## config.mk

```make
export PLATFORM = sky130hd
export DESIGN_NAME = gms_seq
export DESIGN_NICKNAME = d
export VERILOG_FILES = /design/src/core/gms_pkg.sv /design/src/core/gms_seq.sv /design/src/core/gms_in_sync.sv
export SDC_FILE = /design/constraint.sdc
export NUM_CORES = 1
export LEC_CHECK = 0
export BUFFER_PORTS_ARGS = -buffer_cell sky130_fd_sc_hd__buf_4
export CORE_MARGIN = 10
export CORE_UTILIZATION = 45
export CTS_BUF_LIST = sky130_fd_sc_hd__clkbuf_8
export DETAILED_ROUTE_END_ITERATION = 6
export MAX_ROUTING_LAYER = met4
export SLEW_MARGIN = 10
export SYNTH_ARGS = -nofsm -noshare
export SYNTH_HDL_FRONTEND = slang
export SYNTH_HIERARCHICAL = 1
export SYNTH_SLANG_ARGS = --single-unit
```

## constraint.sdc

```tcl
create_clock -name aclk -period 3 [get_ports aclk]
set_input_delay 0.45 -clock aclk [delete_from_list [all_inputs] [get_ports aclk]]
set_output_delay 0.45 -clock aclk [all_outputs]
set_load 0.01 [all_outputs]
```

## src/core/gms_pkg.sv

```systemverilog
// Shared constants and types for the generator-set mode sequencer.
// Assumes a single 100 MHz clock and an AXI4-Lite register bus.
package gms_pkg;

  // ----------------------------------------------------------------
  // Timing
  // ----------------------------------------------------------------
  localparam int CLK_PERIOD_NS = 10;
  localparam int TICK_PERIOD_NS = 1000000;
  localparam int TICK_CYCLES = TICK_PERIOD_NS / CLK_PERIOD_NS;

  // ----------------------------------------------------------------
  // Register map (byte addresses) and reset values
  // ----------------------------------------------------------------
  localparam int AXI_AW = 6;
  localparam logic [AXI_AW-1:0] ADDR_STATUS = 6'h00;
  localparam logic [AXI_AW-1:0] ADDR_INT_STAT = 6'h04;
  localparam logic [AXI_AW-1:0] ADDR_INT_MASK = 6'h08;
  localparam logic [AXI_AW-1:0] ADDR_RET_DELAY = 6'h0c;
  localparam logic [AXI_AW-1:0] ADDR_COOL_TIME = 6'h10;
  localparam logic [AXI_AW-1:0] ADDR_ALARMS = 6'h14;
  localparam logic [15:0] RET_DELAY_RST = 16'h1388;
  localparam logic [15:0] COOL_TIME_RST = 16'h2710;
  localparam logic [1:0] RESP_OKAY = 2'h0;
  localparam logic [1:0] RESP_SLVERR = 2'h2;

  // Status word fields
  localparam int ST_MODE_LSB = 0;
  localparam int ST_STATE_LSB = 2;
  localparam int ST_RUN_BIT = 5;
  localparam int ST_CLOSE_BIT = 6;

  // Interrupt event bits
  localparam int EV_MODE = 0;
  localparam int EV_CLOSE = 1;
  localparam int EV_OPEN = 2;
  localparam int EV_ENG_STOP = 3;
  localparam int EV_ALARM = 4;
  localparam int EV_W = 5;

  // ----------------------------------------------------------------
  // Pin vector layout
  // ----------------------------------------------------------------
  localparam int REQ_W = 4;
  localparam int ALM_W = 8;
  localparam int IN_STOP = 0;
  localparam int IN_MAN = 1;
  localparam int IN_AUTO = 2;
  localparam int IN_START = 3;
  localparam int IN_XFER = 4;
  localparam int IN_OPEN = 5;
  localparam int IN_ONLD = 6;
  localparam int IN_OFFLD = 7;
  localparam int IN_AVAIL = 8;
  localparam int IN_INSYNC = 9;
  localparam int IN_BUSLIVE = 10;
  localparam int IN_RAMPDN = 11;
  localparam int IN_BASE_W = 12;

  typedef enum logic [1:0] {MODE_STOP, MODE_MAN, MODE_AUTO} gms_mode_e;
  typedef enum logic [2:0] {
    G_REST, G_RUN_OFF, G_SYNC, G_ON_LOAD, G_RET_DELAY, G_RAMP, G_COOL
  } gms_gen_e;

endpackage

```

## src/core/gms_seq.sv

```systemverilog
// Generator-set operating-mode sequencer with AXI4-Lite registers.
// Assumes pins are asynchronous and sequencing inputs are handshake levels.
`timescale 1ns/10ps
module gms_seq #(
  parameter int N_REQ = gms_pkg::REQ_W,
  parameter int N_ALM = gms_pkg::ALM_W,
  parameter int TICK_CYC = gms_pkg::TICK_CYCLES
) (
  input wire logic aclk,
  input wire logic aresetn,
  input wire logic [gms_pkg::AXI_AW-1:0] s_axi_awaddr,
  input wire logic s_axi_awvalid,
  output logic s_axi_awready,
  input wire logic [31:0] s_axi_wdata,
  input wire logic [3:0] s_axi_wstrb,
  input wire logic s_axi_wvalid,
  output logic s_axi_wready,
  output logic [1:0] s_axi_bresp,
  output logic s_axi_bvalid,
  input wire logic s_axi_bready,
  input wire logic [gms_pkg::AXI_AW-1:0] s_axi_araddr,
  input wire logic s_axi_arvalid,
  output logic s_axi_arready,
  output logic [31:0] s_axi_rdata,
  output logic [1:0] s_axi_rresp,
  output logic s_axi_rvalid,
  input wire logic s_axi_rready,
  input wire logic btn_stop,
  input wire logic btn_manual,
  input wire logic btn_auto,
  input wire logic btn_start,
  input wire logic transfer_on_load_button,
  input wire logic btn_open,
  input wire logic din_on_load,
  input wire logic din_off_load,
  input wire logic gen_available,
  input wire logic in_sync,
  input wire logic bus_live,
  input wire logic ramp_done,
  input wire logic [N_REQ-1:0] inter_set_comms_link,
  input wire logic [N_ALM-1:0] alarm_cond,
  output logic engine_run,
  output logic sync_req,
  output logic ramp_off_req,
  output logic gen_close,
  output logic [1:0] op_mode,
  output logic irq
);
  import gms_pkg::*;

  localparam int IN_W = IN_BASE_W + N_REQ + N_ALM;

  function automatic logic [31:0] strb_mask(input logic [3:0] s);
    strb_mask = {{8{s[3]}}, {8{s[2]}}, {8{s[1]}}, {8{s[0]}}};
  endfunction

  function automatic logic [31:0] merge(input logic [31:0] o, input logic [31:0] d,
                                        input logic [3:0] s);
    merge = (o & ~strb_mask(s)) | (d & strb_mask(s));
  endfunction

  // ----------------------------------------------------------------
  // Pin synchronisation and edge detection
  // ----------------------------------------------------------------
  logic [IN_W-1:0] pins_s;
  logic [IN_BASE_W-1:0] prev_reg;
  logic [IN_BASE_W-1:0] rise;
  logic [N_REQ-1:0] req_s;
  logic [N_ALM-1:0] cond_s;

  gms_in_sync #(.W(IN_W)) u_sync (
    .aclk(aclk),
    .aresetn(aresetn),
    .din({alarm_cond, inter_set_comms_link, ramp_done, bus_live, in_sync,
          gen_available, din_off_load, din_on_load, btn_open,
          transfer_on_load_button, btn_start, btn_auto, btn_manual, btn_stop}),
    .dout(pins_s)
  );

  assign rise = pins_s[IN_BASE_W-1:0] & ~prev_reg;
  assign req_s = pins_s[IN_BASE_W +: N_REQ];
  assign cond_s = pins_s[IN_BASE_W+N_REQ +: N_ALM];

  // ----------------------------------------------------------------
  // Timer tick divider
  // ----------------------------------------------------------------
  logic [31:0] div_reg;
  logic [31:0] div_next;
  logic tick_reg;
  logic tick_next;

  always_comb begin
    tick_next = (div_reg == 32'(TICK_CYC - 1));
    div_next = tick_next ? 32'h0 : div_reg + 32'h1;
  end

  // ----------------------------------------------------------------
  // Mode and generator sequencing
  // ----------------------------------------------------------------
  gms_mode_e mode_reg, mode_next;
  gms_gen_e st_reg, st_next;
  logic [15:0] tmr_reg, tmr_next, ret_reg, cool_reg;
  logic [N_ALM-1:0] alm_reg, alm_next;
  logic run_next, close_next, stop_ev, man_ev, auto_ev, any_req;
  logic close_req, open_req, start_ev;

  always_comb begin
    stop_ev = rise[IN_STOP];
    man_ev = rise[IN_MAN];
    auto_ev = rise[IN_AUTO];
    start_ev = rise[IN_START];
    any_req = |req_s;
    mode_next = mode_reg;
    st_next = st_reg;
    tmr_next = tmr_reg;
    // Stop outranks manual outranks auto on a simultaneous press
    if (stop_ev) begin
      mode_next = MODE_STOP;
    end else if (man_ev) begin
      mode_next = MODE_MAN;
    end else if (auto_ev) begin
      mode_next = MODE_AUTO;
    end
    // Buttons and digital inputs share one request path
    close_req = (mode_next == MODE_MAN) ? (rise[IN_XFER] | rise[IN_ONLD]) : any_req;
    open_req = rise[IN_OPEN] | rise[IN_OFFLD];
    alm_next = stop_ev ? (alm_reg & cond_s) : (alm_reg | cond_s);
    if (mode_next == MODE_STOP) begin
      st_next = G_REST;
      tmr_next = 16'h0;
    end else begin
      unique case (st_reg)
        G_REST: begin
          if ((mode_next == MODE_MAN && start_ev) || (mode_next == MODE_AUTO && any_req)) begin
            st_next = G_RUN_OFF;
          end
        end
        G_RUN_OFF: begin
          if (mode_next == MODE_AUTO && !any_req) begin
            st_next = G_COOL;
            tmr_next = cool_reg;
          end else if (close_req && pins_s[IN_AVAIL]) begin
            st_next = pins_s[IN_BUSLIVE] ? G_SYNC : G_ON_LOAD;
          end
        end
        G_SYNC: begin
          if (pins_s[IN_INSYNC]) begin
            st_next = G_ON_LOAD;
          end else if ((mode_next == MODE_MAN && open_req) ||
                       (mode_next == MODE_AUTO && !any_req)) begin
            st_next = G_RUN_OFF;
          end
        end
        G_ON_LOAD: begin
          if (mode_next == MODE_MAN && open_req) begin
            st_next = G_RAMP;
          end else if (mode_next == MODE_AUTO && !any_req) begin
            st_next = G_RET_DELAY;
            tmr_next = ret_reg;
          end
        end
        G_RET_DELAY: begin
          if (mode_next == MODE_MAN || any_req) begin
            st_next = G_ON_LOAD;
          end else if (tick_reg && tmr_reg == 16'h0) begin
            // Expiry waits for a tick after zero so the full set delay always elapses
            st_next = G_RAMP;
          end else if (tick_reg) begin
            tmr_next = tmr_reg - 16'h1;
          end
        end
        G_RAMP: begin
          if (pins_s[IN_RAMPDN]) begin
            st_next = (mode_next == MODE_AUTO) ? G_COOL : G_RUN_OFF;
            tmr_next = cool_reg;
          end
        end
        G_COOL: begin
          if (mode_next == MODE_MAN || any_req) begin
            st_next = G_RUN_OFF;
          end else if (tick_reg && tmr_reg == 16'h0) begin
            st_next = G_REST;
          end else if (tick_reg) begin
            tmr_next = tmr_reg - 16'h1;
          end
        end
      endcase
    end
    // Switch stays closed through the ramp; opens once ramp is done, or at once on stop
    run_next = (st_next != G_REST);
    close_next = (st_next == G_ON_LOAD) || (st_next == G_RET_DELAY) ||
                 (st_next == G_RAMP);
  end

  // ----------------------------------------------------------------
  // AXI4-Lite slave and registers
  // ----------------------------------------------------------------
  logic aw_held_reg, aw_held_next, w_held_reg, w_held_next;
  logic [AXI_AW-1:0] awaddr_reg, awaddr_next;
  logic [31:0] wdata_reg, wdata_next, rdata_next;
  logic [3:0] wstrb_reg, wstrb_next;
  logic bvalid_next, rvalid_next, do_write, ar_take;
  logic [1:0] bresp_next, rresp_next;
  logic [EV_W-1:0] ist_reg, ist_next, imask_reg, imask_next, ev;
  logic [15:0] ret_next, cool_next;
  logic [31:0] status_w;

  always_comb begin
    do_write = aw_held_reg && w_held_reg && !s_axi_bvalid;
    aw_held_next = do_write ? 1'b0 : (aw_held_reg | (s_axi_awvalid & s_axi_awready));
    w_held_next = do_write ? 1'b0 : (w_held_reg | (s_axi_wvalid & s_axi_wready));
    awaddr_next = (s_axi_awvalid && s_axi_awready) ? s_axi_awaddr : awaddr_reg;
    wdata_next = (s_axi_wvalid && s_axi_wready) ? s_axi_wdata : wdata_reg;
    wstrb_next = (s_axi_wvalid && s_axi_wready) ? s_axi_wstrb : wstrb_reg;
    bvalid_next = do_write | (s_axi_bvalid & ~s_axi_bready);
    bresp_next = s_axi_bresp;
    imask_next = imask_reg;
    ret_next = ret_reg;
    cool_next = cool_reg;
    ev = '0;
    ev[EV_MODE] = (mode_next != mode_reg);
    ev[EV_CLOSE] = close_next & ~gen_close;
    ev[EV_OPEN] = ~close_next & gen_close;
    ev[EV_ENG_STOP] = engine_run & ~run_next;
    ev[EV_ALARM] = |(cond_s & ~alm_reg);
    // New events win over a write-one-to-clear in the same cycle
    ist_next = ist_reg | ev;
    if (do_write) begin
      bresp_next = RESP_OKAY;
      unique case (awaddr_reg)
        ADDR_STATUS, ADDR_ALARMS: ;
        ADDR_INT_STAT: ist_next = (ist_reg & ~EV_W'(wdata_reg & strb_mask(wstrb_reg))) | ev;
        ADDR_INT_MASK: imask_next = EV_W'(merge(32'(imask_reg), wdata_reg, wstrb_reg));
        ADDR_RET_DELAY: ret_next = 16'(merge(32'(ret_reg), wdata_reg, wstrb_reg));
        ADDR_COOL_TIME: cool_next = 16'(merge(32'(cool_reg), wdata_reg, wstrb_reg));
        default: bresp_next = RESP_SLVERR;
      endcase
    end
    status_w = '0;
    status_w[ST_MODE_LSB +: 2] = mode_reg;
    status_w[ST_STATE_LSB +: 3] = st_reg;
    status_w[ST_RUN_BIT] = engine_run;
    status_w[ST_CLOSE_BIT] = gen_close;
    ar_take = s_axi_arvalid & s_axi_arready;
    rvalid_next = ar_take | (s_axi_rvalid & ~s_axi_rready);
    rdata_next = s_axi_rdata;
    rresp_next = s_axi_rresp;
    if (ar_take) begin
      rresp_next = RESP_OKAY;
      unique case (s_axi_araddr)
        ADDR_STATUS: rdata_next = status_w;
        ADDR_INT_STAT: rdata_next = 32'(ist_reg);
        ADDR_INT_MASK: rdata_next = 32'(imask_reg);
        ADDR_RET_DELAY: rdata_next = 32'(ret_reg);
        ADDR_COOL_TIME: rdata_next = 32'(cool_reg);
        ADDR_ALARMS: rdata_next = 32'(alm_reg);
        default: begin
          rdata_next = 32'h0;
          rresp_next = RESP_SLVERR;
        end
      endcase
    end
  end

  always_ff @(posedge aclk) begin
    if (!aresetn) begin
      prev_reg <= '0;
      div_reg <= 32'h0;
      tick_reg <= 1'b0;
      mode_reg <= MODE_STOP;
      st_reg <= G_REST;
      tmr_reg <= 16'h0;
      alm_reg <= '0;
      engine_run <= 1'b0;
      gen_close <= 1'b0;
      sync_req <= 1'b0;
      ramp_off_req <= 1'b0;
      op_mode <= 2'h0;
      irq <= 1'b0;
      aw_held_reg <= 1'b0;
      w_held_reg <= 1'b0;
      awaddr_reg <= '0;
      wdata_reg <= 32'h0;
      wstrb_reg <= 4'h0;
      s_axi_awready <= 1'b1;
      s_axi_wready <= 1'b1;
      s_axi_bvalid <= 1'b0;
      s_axi_bresp <= RESP_OKAY;
      s_axi_arready <= 1'b1;
      s_axi_rvalid <= 1'b0;
      s_axi_rdata <= 32'h0;
      s_axi_rresp <= RESP_OKAY;
      ist_reg <= '0;
      imask_reg <= '0;
      ret_reg <= RET_DELAY_RST;
      cool_reg <= COOL_TIME_RST;
    end else begin
      prev_reg <= pins_s[IN_BASE_W-1:0];
      div_reg <= div_next;
      tick_reg <= tick_next;
      mode_reg <= mode_next;
      st_reg <= st_next;
      tmr_reg <= tmr_next;
      alm_reg <= alm_next;
      engine_run <= run_next;
      gen_close <= close_next;
      sync_req <= (st_next == G_SYNC);
      ramp_off_req <= (st_next == G_RAMP);
      op_mode <= mode_next;
      irq <= |(ist_next & imask_next);
      aw_held_reg <= aw_held_next;
      w_held_reg <= w_held_next;
      awaddr_reg <= awaddr_next;
      wdata_reg <= wdata_next;
      wstrb_reg <= wstrb_next;
      s_axi_awready <= ~aw_held_next & ~bvalid_next;
      s_axi_wready <= ~w_held_next & ~bvalid_next;
      s_axi_bvalid <= bvalid_next;
      s_axi_bresp <= bresp_next;
      s_axi_arready <= ~rvalid_next;
      s_axi_rvalid <= rvalid_next;
      s_axi_rdata <= rdata_next;
      s_axi_rresp <= rresp_next;
      ist_reg <= ist_next;
      imask_reg <= imask_next;
      ret_reg <= ret_next;
      cool_reg <= cool_next;
    end
  end
endmodule

```

## src/core/gms_in_sync.sv

```systemverilog
// Three-stage input synchroniser for asynchronous pins.
// Assumes the inputs are slow levels; output moves once stages 2 and 3 agree.
`timescale 1ns/10ps
module gms_in_sync #(
  parameter int W = 1
) (
  input wire logic aclk,
  input wire logic aresetn,
  input wire logic [W-1:0] din,
  output logic [W-1:0] dout
);

  logic [W-1:0] ff1_reg;
  logic [W-1:0] ff2_reg;
  logic [W-1:0] ff3_reg;
  logic [W-1:0] out_reg;
  logic [W-1:0] out_next;

  // Stage 1 feeds stage 2 only; the agree test sits on stages 2 and 3
  always_comb begin
    out_next = out_reg;
    for (int i = 0; i < W; i++) begin
      if (ff2_reg[i] == ff3_reg[i]) begin
        out_next[i] = ff3_reg[i];
      end
    end
  end

  always_ff @(posedge aclk) begin
    if (!aresetn) begin
      ff1_reg <= '0;
      ff2_reg <= '0;
      ff3_reg <= '0;
      out_reg <= '0;
    end else begin
      ff1_reg <= din;
      ff2_reg <= ff1_reg;
      ff3_reg <= ff2_reg;
      out_reg <= out_next;
    end
  end

  assign dout = out_reg;

endmodule

```

==> key figures <==
Synth
  – Synth cell types: 77
  – Synth area leader: dfxtp_1
  – Synth Area per Inst: 8.79 um^2
  – Synth warn: 6
  – Yosys top cell area share: 49.5%
  – Fraction of registers with async set/reset: 0%
  – Top cells by area, synth: dfxtp_1 50%, nand2_1 6.1%, nor2_1 5.4%, and2_1 4.9%, mux2i_1 3.8%
  – Register area share after synthesis: 49.5%
  – Post-Syn Area: 0.0106 mm^2
  – Synth Flop Type: dfxtp_1
  – Synthesized flop and latch total: 262
  – EDFF count, synth: 0
  – Cells after Synth: 1205

Cells and area
  – Fin util: 53.2%
  – Layout cells sized above 1: 15.7%
  – Total area of sequential cells: 0.00525 mm^2
  – N_diodes: 0
  – Final Non-Filler Cells: 1656
  – Area of the multi-input gates: 0.00492 mm^2
  – Filler cells: 2223
  – P&R area growth vs syn: 17.1%
  – Nets: 1385

Critical path
  – CP max FO: 7
  – CP Data Arrival Time: 3030 ps
  – R2r setup slk: 400 ps
  – R2r endpoint: irq$_SDFF_PN0_
  – CP startpoint kind: flip-flop
  – CP startpoint: tmr_reg[12]$_SDFFE_PP0P_
  – Worst reg-to-reg path cell count: 9
  – Setup CP Type: reg2reg
  – Critical path data required time: 3430 ps
  – Worst Setup End Kind: flip-flop
  – R2r startpoint: tmr_reg[12]$_SDFFE_PP0P_

Outcome
  – Status: finished clean

STA
  – Sum Neg Setup Slack: 0 ps
  – Fin Clk Skew: 27.0 ps
  – Final worst path period need: 2600 ps
  – Unrepaired setup endpoints after global routing: no
  – Slew Viols, Final: 0
  – Max Fclk: 385 MHz
  – Final worst setup slack: 403 ps
  – Slew at the pin with the worst max-slew slack: 913 ps
  – # setup viols final: 0
  – Final hold viol count: 0
  – Relative slew slack: 37.6%
  – Tcrit/Tclk final: 86.6%

Floorplanning
  – IO Pins: 127
  – Die area: 0.0301 mm^2
  – Starting Density: 45.4%
  – Die Wd: 173 um
  – Core ar.: 0.0233 mm^2
  – Die Height: 173 um
  – Row count: 56

Route
  – Post-route DRC: 0
  – Vias: 8433
  – DR WL/cell: 15.0 um
  – DR pass1 iterations: 6
  – Final WL: 24.9 mm
  – Vias per inst: 5.09
  – Iter 0 DRT Violations: 496
  – Routed Antenna Nets: 0

CTS
  – Clock Pin Slew Worst Setup and Hold Paths: 60 ps
  – Root buffer selected by CTS: clkbuf_8
  – # Post-CTS Setup Buffers: 0
  – Clock Sinks: 262
  – Longest Clk Path Bufs: 3
  – Cts repair resizes: 0
  – CTS tree: done
  – Clk_lat worst skew: 570 ps
  – H-tree depth: 2
  – Hold Buf Count CTS: 0
  – CTS buffer count: 45

Power and ir drop
  – Leakage power: 4.93 nW
  – PD cells: 575 mW/mm^2
  – Total power: 7.14 mW
  – VDD IR max: 0.374 mV

Worst hold path
  – Hold WC Path Type: in2reg
  – Hold Crit Depth: 2
  – HP Start: bus_live
  – Hold worst-path end: u_sync/ff1_reg[10]$_SDFF_PN0_

GRT
  – Initial antenna violation count: 0
  – First-pass GRT wire length: 41.9 mm
  – Vias in the first global route: 8220
  – Total gr overflow: 0
  – Largest net degree at the start of global routing: 71
  – GR Util All Layers: 16.9%

Place
  – Port bufs: 90
  – Hpwl dp: 17.5 mm
  – Placed cell count: 1575
  – GPL Wtd Cong: 0.870
  – Post-Place Worst Slack: 460 ps

Flow run
  – Max cap viols: 0
==> logic make-up (layout without fill, tap and decap cells) <==
family / Yosys count / after routing / share of synthesized area (%)
compound gates: 238 / 238 / 15.0
xor+xnor: 30 / 30 / 2.48
fa+ha+maj: 3 / 3 / 0.354
buf+inv: 102 / 217 / 4.65
flops: 262 / 262 / 49.5
mux: 43 / 43 / 4.10
other cells: 1 / 18 / 0.0354
simple gates: 526 / 526 / 23.9
==> per-layer routing <==
metal | global-route usage, % | up-vias | wire length (um)
li1 | - | 4273 | -
met1 | 20.6 | 3909 | 11500
met2 | 27.2 | 189 | 11500
met3 | 3.31 | 62 | 1150
met4 | 6.40 | 0 | 750
met5 | - | - | 0
==> cell usage after synthesis, drive strengths merged (6+ instances only) <==
cell type / number
and3: 7
buf: 39
nand2b: 6
nand3b: 6
mux2i: 40
clkbuf: 35
and2: 84
a21boi: 26
inv: 28
nor4: 22
a22oi: 19
xor2: 21
o21ai: 60
nor2b: 6
a21oi: 72
dfxtp: 262
nand3: 25
a221oi: 8
a221o: 6
nand4: 9
a211oi: 8
nor3: 17
nor2: 153
xnor2: 9
nand2: 173
==> cells in the final DEF (no fill, tap or decap), types with 3 or more instances in the layout <==
| cell type | count |
|---|---|
| and3_1 | 7 |
| clkinvlp_4 | 3 |
| conb_1 | 18 |
| o221ai_1 | 3 |
| clkinv_2 | 3 |
| o31ai_1 | 3 |
| o21ai_0 | 56 |
| dfxtp_1 | 262 |
| nand3_1 | 24 |
| nand4_1 | 9 |
| a21boi_0 | 17 |
| a21boi_2 | 8 |
| mux2_2 | 3 |
| and2b_1 | 3 |
| clkbuf_8 | 60 |
| o22ai_1 | 4 |
| and2_1 | 83 |
| nand2_1 | 173 |
| or3_1 | 5 |
| a211oi_1 | 8 |
| buf_4 | 108 |
| xnor2_1 | 9 |
| a221oi_1 | 8 |
| xor2_1 | 21 |
| ha_1 | 3 |
| mux2i_1 | 40 |
| nand3b_1 | 4 |
| a22oi_1 | 19 |
| o21ai_1 | 3 |
| a21oi_1 | 70 |
| nor2b_1 | 5 |
| a221o_1 | 6 |
| nor2_1 | 152 |
| a2111oi_0 | 5 |
| nand2b_1 | 6 |
| nor4_1 | 18 |
| a31oi_1 | 5 |
| nor3_1 | 15 |
| inv_1 | 42 |
==> cell type report <==
type / instances / area share, %
sequential: 262 / 42.3
multi-input combinational: 858 / 39.7
clock buffer: 60 / 6.66
timing repair buffer: 108 / 6.54
tap: 319 / 3.22
inverter: 28 / 0.847
clock inverter: 21 / 0.757
==> how the worst max path moves through the flow <==
stage,to,slack (ps)
6_report,irq$_SDFF_PN0_,400
3_3_place_gp,irq$_SDFF_PN0_,460
4_1_cts,irq$_SDFF_PN0_,440
2_1_floorplan,irq$_SDFF_PN0_,810
5_1_grt,irq$_SDFF_PN0_,220
3_5_place_dp,irq$_SDFF_PN0_,460
==> where the power goes <==
group	internal, mW	total, mW	switching, mW
Clock	1.78	3.20	1.42
Combinational	0.140	0.312	0.172
Sequential	3.57	3.62	0.0585
Total	5.49	7.14	1.65
==> metrics by stage <==
step / cell area [um^2] / hold WS (ps)
6_report: 12400 / 87.5
5_1_grt: 12400 / 71.1
4_1_cts: 12400 / 61.8
3_5_place_dp: 11500 / 418
3_3_place_gp: 11500 / 413
2_1_floorplan: 10700 / 406
==> worst max-delay path, stage by stage, from the launching register on <==
cell	delay (ps)
dfxtp_1	360
nor4_1	460
nand4_1	380
nor2_1	160
o21ai_0	110
nand4_1	120
o221ai_2	160
o31a_1	380
a311oi_2	240
a31oi_1	100
Power figures use the tool's default switching activity.
